<file path="config.mk">
export PLATFORM = sky130hd
export DESIGN_NAME = odsc_top
export DESIGN_NICKNAME = d
export VERILOG_FILES = /design/src/logic/odsc_sync.v /design/src/logic/odsc_fifo.v /design/src/logic/odsc_top.v
export VERILOG_INCLUDE_DIRS = /design/src /design/src/logic
export SDC_FILE = /design/constraint.sdc
export NUM_CORES = 1
export LEC_CHECK = 0
export BUFFER_PORTS_ARGS = -buffer_cell sky130_fd_sc_hd__buf_2
export CAP_MARGIN = 20
export CORE_AREA = 2 2 139 87
export CTS_BUF_LIST = sky130_fd_sc_hd__clkbuf_4 sky130_fd_sc_hd__clkbuf_8
export CTS_CLUSTER_DIAMETER = 40
export DETAILED_ROUTE_END_ITERATION = 16
export DIE_AREA = 0 0 141 89
export GPL_TIMING_DRIVEN = 0
export PLACE_DENSITY = 0.73
export RECOVER_POWER = 25
export SYNTH_ARGS = -nofsm -noshare
export SYNTH_HDL_FRONTEND = slang
export SYNTH_SLANG_ARGS = --single-unit
</file>
<file path="constraint.sdc">
create_clock -name clk -period 4.1 [get_ports clk]
set_clock_uncertainty 0.15 [all_clocks]
set_input_delay 0.615 -clock clk [delete_from_list [all_inputs] [get_ports clk]]
set_output_delay 0.615 -clock clk [all_outputs]
set_load 0.02 [all_outputs]
</file>
<file path="src/logic/odsc_map.vh">
// constants of the octal driver serial control block
// assumes a 200 MHz system clock sampling the serial pins
`ifndef ODSC_MAP_VH
`define ODSC_MAP_VH

// system clock rate in MHz
`define ODSC_CLK_MHZ         200
// post-update delay in microseconds
`define ODSC_UPDATE_DELAY_US 100
// width of the post-update delay counter
`define ODSC_TIMER_W         15
// shift register and latch width, top bit index
`define ODSC_WIDTH           8
`define ODSC_MSB             7
// output latches reset to all drivers off
`define ODSC_LATCH_RESET     8'hff
// depth and pointer width of the update log buffer
`define ODSC_LOG_DEPTH       8
`define ODSC_LOG_AW          3

`endif

</file>
<file path="src/logic/odsc_sync.v">
// three-stage input synchroniser with an agreement filter
// assumes din is asynchronous to clk; dout follows once stages 2 and 3 agree
`timescale 1ns/1ps
module odsc_sync #(
  parameter         WIDTH = 1,
  parameter [WIDTH-1:0] INIT  = {WIDTH{1'b0}}
) (
  input  wire             clk,     // system clock
  input  wire             reset_n, // synchronous reset, active low
  input  wire [WIDTH-1:0] din,     // asynchronous input
  output wire [WIDTH-1:0] dout     // filtered level
);

  reg [WIDTH-1:0] s1_q;
  reg [WIDTH-1:0] s2_q;
  reg [WIDTH-1:0] s3_q;
  reg [WIDTH-1:0] lvl_q;
  integer         i;

  // stage chain; stage 1 feeds stage 2 only
  always @(posedge clk)
  begin
    if (!reset_n)
    begin
      s1_q  <= INIT;
      s2_q  <= INIT;
      s3_q  <= INIT;
      lvl_q <= INIT;
    end
    else
    begin
      s1_q <= din;
      s2_q <= s1_q;
      s3_q <= s2_q;
      for (i = 0; i < WIDTH; i = i + 1)
        if (s2_q[i] == s3_q[i])
          lvl_q[i] <= s3_q[i]; // change counts when stages agree
    end
  end

  assign dout = lvl_q;

endmodule

</file>
<file path="src/logic/odsc_fifo.v">
// synchronous fifo with valid/ready on both sides
// assumes one clock; full stalls the writer, empty stalls the reader
`timescale 1ns/1ps
module odsc_fifo #(
  parameter WIDTH = 8,
  parameter DEPTH = 8,
  parameter AW    = 3
) (
  input  wire             clk,       // system clock
  input  wire             reset_n,   // synchronous reset, active low
  input  wire             in_valid,  // writer offers a word
  output wire             in_ready,  // space available
  input  wire [WIDTH-1:0] in_data,   // word to store
  output wire             out_valid, // word available
  input  wire             out_ready, // reader takes the word
  output wire [WIDTH-1:0] out_data   // oldest word
);

  reg [WIDTH-1:0] mem [0:DEPTH-1];
  reg [AW-1:0]    wr_q;
  reg [AW-1:0]    rd_q;
  reg [AW:0]      cnt_q;
  wire            push;
  wire            pop;

  // honest full and empty from the occupancy count
  assign in_ready  = (cnt_q != DEPTH[AW:0]);
  assign out_valid = (cnt_q != {(AW+1){1'b0}});
  assign push      = in_valid & in_ready;
  assign pop       = out_valid & out_ready;
  assign out_data  = mem[rd_q];

  // storage array, written only on an accepted push
  always @(posedge clk)
  begin
    if (push)
      mem[wr_q] <= in_data;
  end

  // pointers and count
  always @(posedge clk)
  begin
    if (!reset_n)
    begin
      wr_q  <= {AW{1'b0}};
      rd_q  <= {AW{1'b0}};
      cnt_q <= {(AW+1){1'b0}};
    end
    else
    begin
      if (push)
        wr_q <= wr_q + {{(AW-1){1'b0}}, 1'b1};
      if (pop)
        rd_q <= rd_q + {{(AW-1){1'b0}}, 1'b1};
      if (push & ~pop)
        cnt_q <= cnt_q + {{AW{1'b0}}, 1'b1};
      else if (pop & ~push)
        cnt_q <= cnt_q - {{AW{1'b0}}, 1'b1};
    end
  end

endmodule

</file>
<file path="src/logic/odsc_top.v">
// serial control and diagnostic logic of an eight-channel low-side switch
// assumes serial pins and comparator outputs are asynchronous to clk and
// that the serial clock is much slower than clk
//
// Behaviour
// - enable fall loads comparator states into shifter
// - serial out updates on each shift clock rise
// - serial in shifted on clock fall while enabled
// - enable rise copies shifter into output latches
// - shifter passes any number of bits through
// - shift clock ignored while enable is high
// - enable rise starts 100 us post-update timer
// - timer running blocks fault clearing of latches
// - after delay, saturated-out active outputs latch off
`timescale 1ns/1ps
`include "odsc_map.vh"
module odsc_top #(
  parameter [`ODSC_TIMER_W-1:0] UPDATE_DELAY_CYC =
    `ODSC_UPDATE_DELAY_US * `ODSC_CLK_MHZ // post-update delay in cycles
) (
  input  wire                clk,                // 200 MHz system clock
  input  wire                reset_n,            // sync reset, active low
  input  wire                serial_io_enable_n, // select pin, active low
  input  wire                sclk,               // shift clock pin
  input  wire                si,                 // serial data in pin
  input  wire [`ODSC_MSB:0]  sat_comp,           // high: above threshold
  output wire                so_o,               // serial data out level
  output wire                so_oe_n,            // low while so_o drives
  output wire [`ODSC_MSB:0]  driver_output_n,    // 1 = driver off
  output wire                unlatch_armed,      // fault clearing allowed
  output wire                fault_unlatch,      // pulse: latch cleared
  output wire                log_valid,          // update log word ready
  input  wire                log_ready,          // update log consumer
  output wire [`ODSC_MSB:0]  log_data,           // latched control byte
  output wire                log_in_ready,       // log has room
  output wire                log_drop            // pulse: update not logged
);

  // controller states, one-hot
  localparam [2:0] ST_MON = 3'b001; // deselected, fault clearing armed
  localparam [2:0] ST_SEL = 3'b010; // selected, shifting
  localparam [2:0] ST_DLY = 3'b100; // deselected, post-update delay

  // edge of a filtered level: pol 1 finds rising, pol 0 falling
  function edge_of;
    input prev;
    input cur;
    input pol;
    begin
      edge_of = (prev != cur) & (cur == pol);
    end
  endfunction

  wire               serial_io_enable_n_f;
  wire               sclk_f;
  wire               si_f;
  wire [`ODSC_MSB:0] comp_f;
  reg                serial_io_enable_n_p_q;
  reg                sclk_p_q;
  wire               serial_io_enable_n_fall;
  wire               serial_io_enable_n_rise;
  wire               sclk_rise;
  wire               sclk_fall;
  reg  [2:0]         state_q;
  reg  [2:0]         state_d;
  reg  [`ODSC_TIMER_W-1:0] tmr_q;
  reg  [`ODSC_TIMER_W-1:0] tmr_d;
  reg  [`ODSC_MSB:0] sr_q;
  reg  [`ODSC_MSB:0] sr_d;
  reg                so_q;
  reg                so_d;
  reg  [`ODSC_MSB:0] latch_q;
  reg  [`ODSC_MSB:0] latch_d;
  reg                unl_q;
  reg                unl_d;
  reg                drop_q;
  wire [`ODSC_MSB:0] trip;
  wire               fifo_in_ready;

  // serial pins through three-stage filters; select idles high
  odsc_sync #(
    .WIDTH (1),
    .INIT  (1'b1)
  ) u_sync_serial_io_enable_n (
    .clk     (clk),
    .reset_n (reset_n),
    .din     (serial_io_enable_n),
    .dout    (serial_io_enable_n_f)
  );

  odsc_sync #(
    .WIDTH (2),
    .INIT  (2'b00)
  ) u_sync_ser (
    .clk     (clk),
    .reset_n (reset_n),
    .din     ({sclk, si}),
    .dout    ({sclk_f, si_f})
  );

  // comparator outputs come from the analog side, also asynchronous
  odsc_sync #(
    .WIDTH (`ODSC_WIDTH),
    .INIT  ({`ODSC_WIDTH{1'b0}})
  ) u_sync_comp (
    .clk     (clk),
    .reset_n (reset_n),
    .din     (sat_comp),
    .dout    (comp_f)
  );

  // previous filtered levels for edge finding
  always @(posedge clk)
  begin
    if (!reset_n)
    begin
      serial_io_enable_n_p_q <= 1'b1;
      sclk_p_q <= 1'b0;
    end
    else
    begin
      serial_io_enable_n_p_q <= serial_io_enable_n_f;
      sclk_p_q <= sclk_f;
    end
  end

  // select edges, and shift clock edges gated by the select
  assign serial_io_enable_n_fall = edge_of(serial_io_enable_n_p_q, serial_io_enable_n_f, 1'b0);
  assign serial_io_enable_n_rise = edge_of(serial_io_enable_n_p_q, serial_io_enable_n_f, 1'b1);
  assign sclk_rise = edge_of(sclk_p_q, sclk_f, 1'b1) & ~serial_io_enable_n_f;
  assign sclk_fall = edge_of(sclk_p_q, sclk_f, 1'b0) & ~serial_io_enable_n_f;

  // state sequencing and post-update delay counter
  always @*
  begin
    state_d = state_q;
    tmr_d   = tmr_q;
    case (state_q)
      ST_MON:
      begin
        if (!serial_io_enable_n_f)
          state_d = ST_SEL;
      end
      ST_SEL:
      begin
        if (serial_io_enable_n_rise)
        begin
          state_d = ST_DLY;
          tmr_d   = UPDATE_DELAY_CYC - 1'b1;
        end
      end
      ST_DLY:
      begin
        if (!serial_io_enable_n_f)
          state_d = ST_SEL;                   // reselect during delay
        else if (tmr_q == {`ODSC_TIMER_W{1'b0}})
          state_d = ST_MON;
        else
          tmr_d = tmr_q - 1'b1;
      end
      default:
      begin
        state_d = ST_DLY;
        tmr_d   = UPDATE_DELAY_CYC - 1'b1;
      end
    endcase
  end

  // outputs that are active and sit above the saturation threshold
  assign trip = comp_f & ~latch_q;

  // shift register, serial out stage and output latches
  always @*
  begin
    sr_d    = sr_q;
    so_d    = so_q;
    latch_d = latch_q;
    unl_d   = 1'b0;
    if (serial_io_enable_n_fall)
    begin
      sr_d = comp_f;
      so_d = comp_f[`ODSC_MSB];          // first status bit ready early
    end
    else
    begin
      if (sclk_rise)
        so_d = sr_q[`ODSC_MSB];
      if (sclk_fall)
        sr_d = {sr_q[`ODSC_MSB-1:0], si_f};
    end
    if (serial_io_enable_n_rise)
      latch_d = sr_q;
    else if ((state_q == ST_MON) && serial_io_enable_n_f && (trip != 8'h00))
    begin
      latch_d = latch_q | trip;
      unl_d   = 1'b1;
    end
  end

  // register stage
  always @(posedge clk)
  begin
    if (!reset_n)
    begin
      state_q <= ST_MON;
      tmr_q   <= {`ODSC_TIMER_W{1'b0}};
      sr_q    <= {`ODSC_WIDTH{1'b0}};
      so_q    <= 1'b0;
      latch_q <= `ODSC_LATCH_RESET;
      unl_q   <= 1'b0;
      drop_q  <= 1'b0;
    end
    else
    begin
      state_q <= state_d;
      tmr_q   <= tmr_d;
      sr_q    <= sr_d;
      so_q    <= so_d;
      latch_q <= latch_d;
      unl_q   <= unl_d;
      drop_q  <= serial_io_enable_n_rise & ~fifo_in_ready; // log full at update
    end
  end

  // log of each byte committed to the latches while the log has room
  odsc_fifo #(
    .WIDTH (`ODSC_WIDTH),
    .DEPTH (`ODSC_LOG_DEPTH),
    .AW    (`ODSC_LOG_AW)
  ) u_log (
    .clk       (clk),
    .reset_n   (reset_n),
    .in_valid  (serial_io_enable_n_rise),
    .in_ready  (fifo_in_ready),
    .in_data   (sr_q),
    .out_valid (log_valid),
    .out_ready (log_ready),
    .out_data  (log_data)
  );

  // pin and status outputs
  assign so_o            = so_q;
  assign so_oe_n         = serial_io_enable_n_f;
  assign driver_output_n = latch_q;
  assign unlatch_armed   = (state_q == ST_MON);
  assign fault_unlatch   = unl_q;
  assign log_in_ready    = fifo_in_ready;
  assign log_drop        = drop_q;

endmodule

</file>
==> metrics.csv <==
metric;value;unit
drt pass-1 iters;8;
Post-Place Worst Slack;1.05;ns
Post-Syn Instances;495;
Comb pwr share;24.9;%
CTS tree;done;
largest net degree at the start of global routing;17;
Post-synth top flop;dfxtp_1;
critical path endpoint category;output port;
global-route wire length before repair;19700;um
global-route layer with the greatest usage;met2;
power share of the clock group;26.6;%
part of the power in registers;48.5;%
CTS resizes;0;
Tightest Hold Check Type;in2reg;
crit path to;log_data[1];
r2r setup slk;1.10;ns
Critical Path Start Type;flop;
antenna cells;0;
syn_nets;516;
Worst R2R Start;u_log.cnt_q[0];
CP Depth;5;
largest stage delay on the critical path;0.54;ns
max-cap viol count;0;
WL/cell;17.0;um
Ports;37;
synth warn;0;
final setup vio count;0;
Total Wirelength;12100;um
Max VDD drop;248;uV
share of cells above drive strength 1;17.7;%
fraction of registers with async set/reset;0;%
Layout fillers;872;
Antenna Nets Post-Route;0;
placed cells;677;
DIE AREA;0.0125;mm^2
FF-to-FF End;u_log.cnt_q[3];
Congestion Overflow GR;0;
vias in the first global route;3829;
Initial Util;55.1;%
leak pwr;2.42;nW
DR vias/cell;5.67;
initial antenna violation count;0;
worst-case clock buffer depth;2;
relative slew slack;41.7;%
crit-path leading delay family;buffers and inverters;
residual DRC count;0;
pwr/cell area;564;mW/mm^2
H-tree Lvls;4;
crit-path max FO;10;
synthesis-to-layout area growth;11.8;%
footprint of the multi-input gates;0.00217;mm^2
Internal;0.00262;W
critical path type;reg2out;
Post-synth EDFFs;64;
CORE AREA;0.0111;mm^2
RSZ-0062 raised after global routing;false;
Mapped Area;0.00615;mm^2
sequential cell area fraction in the yosys report;62.5;%
pins over their slew limit;0;
Distinct cells, synth;50;
root buffer cell;clkbuf_8;
final hold viol count;0;
Sw Ratio;32.5;%
critical path cell sequence;clkbuf_1 -> buf_2 -> mux4_2 -> mux2_2 -> buf_2;
met3 Track Usage GR;4.98;%
clock-pin slew on the worst setup and hold paths;0.08;ns
worst hold slack;0.212;ns
Sink Count;160;
FF+latch count, synth;160;
total CTS buffers;17;
Row Count;30;
Post-CTS Setup Inserts;0;
switching power;0.00126;W
min cycle time layout;3.45;ns
fin cells;709;
CP required;3.34;ns
Worst Path Buf+Inv;3;
hpwl dp;8530;um
setup tns final;0;ns
Slew @ Worst Pin;0.871;ns
CP Data Arrival Time;2.68;ns
hold buffer count at CTS;0;
via count;4018;
met1 track demand over resource;30.0;%
Register-to-Register Path Depth;10;
slowest cell on the critical path;mux4_2;
GR Util All Layers;20.5;%
Clock Latency Late Sink;0.43;ns
Most common cell on crit path;buf_2;
Layout Nets;573;
height of the chip;89;um
GR Layer Usage met2;30.9;%
IO buf count;36;
Placer Congestion;0.889;
Final Cycle Share;84.1;%
chip width;141;um
Mean Syn Cell Area;12.4;um^2
Final WS setup;0.651;ns
Initial DRC Count;331;
Fmax;290;MHz
status;finished, final reports clean;
Register Area;0.00384;mm^2
## layer usage
layer | vias to the layer above | share of wire [%]
li1 | 1938 | -
met5 | - | 0
met2 | 112 | 43
met3 | 14 | 5.1
met4 | 0 | 1.1
met1 | 1954 | 50
## cell usage after synthesis (2+ instances only)
library cell / n / area (um^2)
or4_1: 6 / 45.0
mux4_2: 16 / 360
a31oi_1: 5 / 31.3
buf_2: 2 / 10.0
o311a_1: 2 / 20.0
edfxtp_1: 64 / 1920
nand3_1: 5 / 25.0
o22ai_1: 2 / 12.5
or2_2: 2 / 12.5
buf_1: 4 / 15.0
nor2_1: 39 / 146
nand4_1: 3 / 18.8
nor3_1: 6 / 30.0
dfxtp_1: 96 / 1920
inv_1: 11 / 41.3
nand2b_1: 15 / 93.8
mux2i_1: 12 / 120
nor4b_1: 4 / 35.0
nor4_1: 3 / 18.8
a211oi_1: 18 / 135
and2_1: 33 / 206
o31ai_1: 3 / 22.5
clkbuf_1: 16 / 60.1
xnor2_1: 3 / 26.3
xor2_1: 4 / 35.0
o21ai_0: 27 / 135
or3_1: 10 / 62.6
a21oi_1: 24 / 120
nand2_1: 25 / 93.8
nor3b_1: 3 / 22.5
ha_1: 6 / 75.1
mux2_2: 8 / 90.1
## final cells by class
type / count / area share, %
Buffer: 23 / 1.35
Clock buffer: 18 / 3.60
Clock inverter: 14 / 1.51
Inverter: 11 / 0.601
Multi-Input combinational cell: 301 / 31.6
Sequential cell: 160 / 55.9
Tap cell: 144 / 2.62
Timing Repair Buffer: 38 / 2.82
## how the worst min path moves through the flow
| stage | from | slack, ns | depth (start not counted) | endpoint |
|---|---|---|---|---|
| 5_1_grt | serial_io_enable_n | 0.20 | 2 | u_sync_serial_io_enable_n.s1_q |
| 4_1_cts | serial_io_enable_n | 0.19 | 2 | u_sync_serial_io_enable_n.s1_q |
| 2_1_floorplan | u_sync_serial_io_enable_n.s1_q | 0.24 | 1 | u_sync_serial_io_enable_n.s2_q |
| 3_5_place_dp | u_sync_serial_io_enable_n.s1_q | 0.25 | 1 | u_sync_serial_io_enable_n.s2_q |
| 3_3_place_gp | u_sync_serial_io_enable_n.s1_q | 0.24 | 1 | u_sync_serial_io_enable_n.s2_q |
| 6_report | serial_io_enable_n | 0.21 | 2 | u_sync_serial_io_enable_n.s1_q |
## logic make-up after synthesis
logic type / synth area share [%]
adders and majority gates: 1.55
and+or+nand+nor: 14.3
buffers and inverters: 2.18
muxes: 9.28
xor gates and xnor gates: 0.997
AOI/OAI and AO/OA: 9.18
DFF: 62.5
## metrics by stage
stage                     power, W  area, um^2  utilization [%]
after floorplan            0.00263        6150                -
after global placement     0.00283        6510             58.4
after detailed placement   0.00287        6520             58.5
after CTS                  0.00389        6870             61.7
after global routing       0.00409        6870             61.6
final                      0.00388        6870             61.6
## registers in the layout (all words and copies together), names as in the netlist, 2 cells and up, named ones only
name	cells
u_log.cnt_q	4
u_sync_comp.s1_q	8
u_sync_ser.s3_q	2
u_log.wr_q	3
tmr_q	15
sr_q	8
u_log.rd_q	3
u_sync_ser.s1_q	2
u_sync_ser.s2_q	2
u_sync_comp.s3_q	8
driver_output_n	8
state_q	3
u_log.mem	64
u_sync_comp.dout	8
u_sync_ser.dout	2
u_sync_comp.s2_q	8
## cell usage in the layout (no fill, tap or decap), drive strengths merged, types with 2 or more instances in the layout
cell type  netlist  routed
nand3            5       5
mux4            16      16
nor4             3       3
or2              2       2
xnor2            3       3
nand4            3       3
dfxtp           96      96
inv             11      17
xor2             4       4
a21oi           24      24
nand2b          15      15
clkinvlp         0       2
buf              7      44
edfxtp          64      64
o311a            2       2
o21ai           27      27
nand2           25      25
or3             11      11
o22ai            2       2
and2            33      33
clkbuf          16      35
nor2            40      40
o31ai            3       3
or4              7       7
ha               6       6
nor3b            3       3
nor3             7       7
a31oi            5       5
mux2i           12      12
a211oi          18      18
clkinv           0       6
mux2             8       8
nor4b            4       4
## power groups by stage
stage,registers (W),clock network (W),logic (W)
4_1_cts,0.00188,0.00105,0.000962
3_5_place_dp,0.00191,0,0.000957
5_1_grt,0.00190,0.00112,0.00107
6_report,0.00188,0.00103,0.000964
2_1_floorplan,0.00188,0,0.000750
3_3_place_gp,0.00190,0,0.000931
No activity file was read; power rests on OpenSTA's default activity.
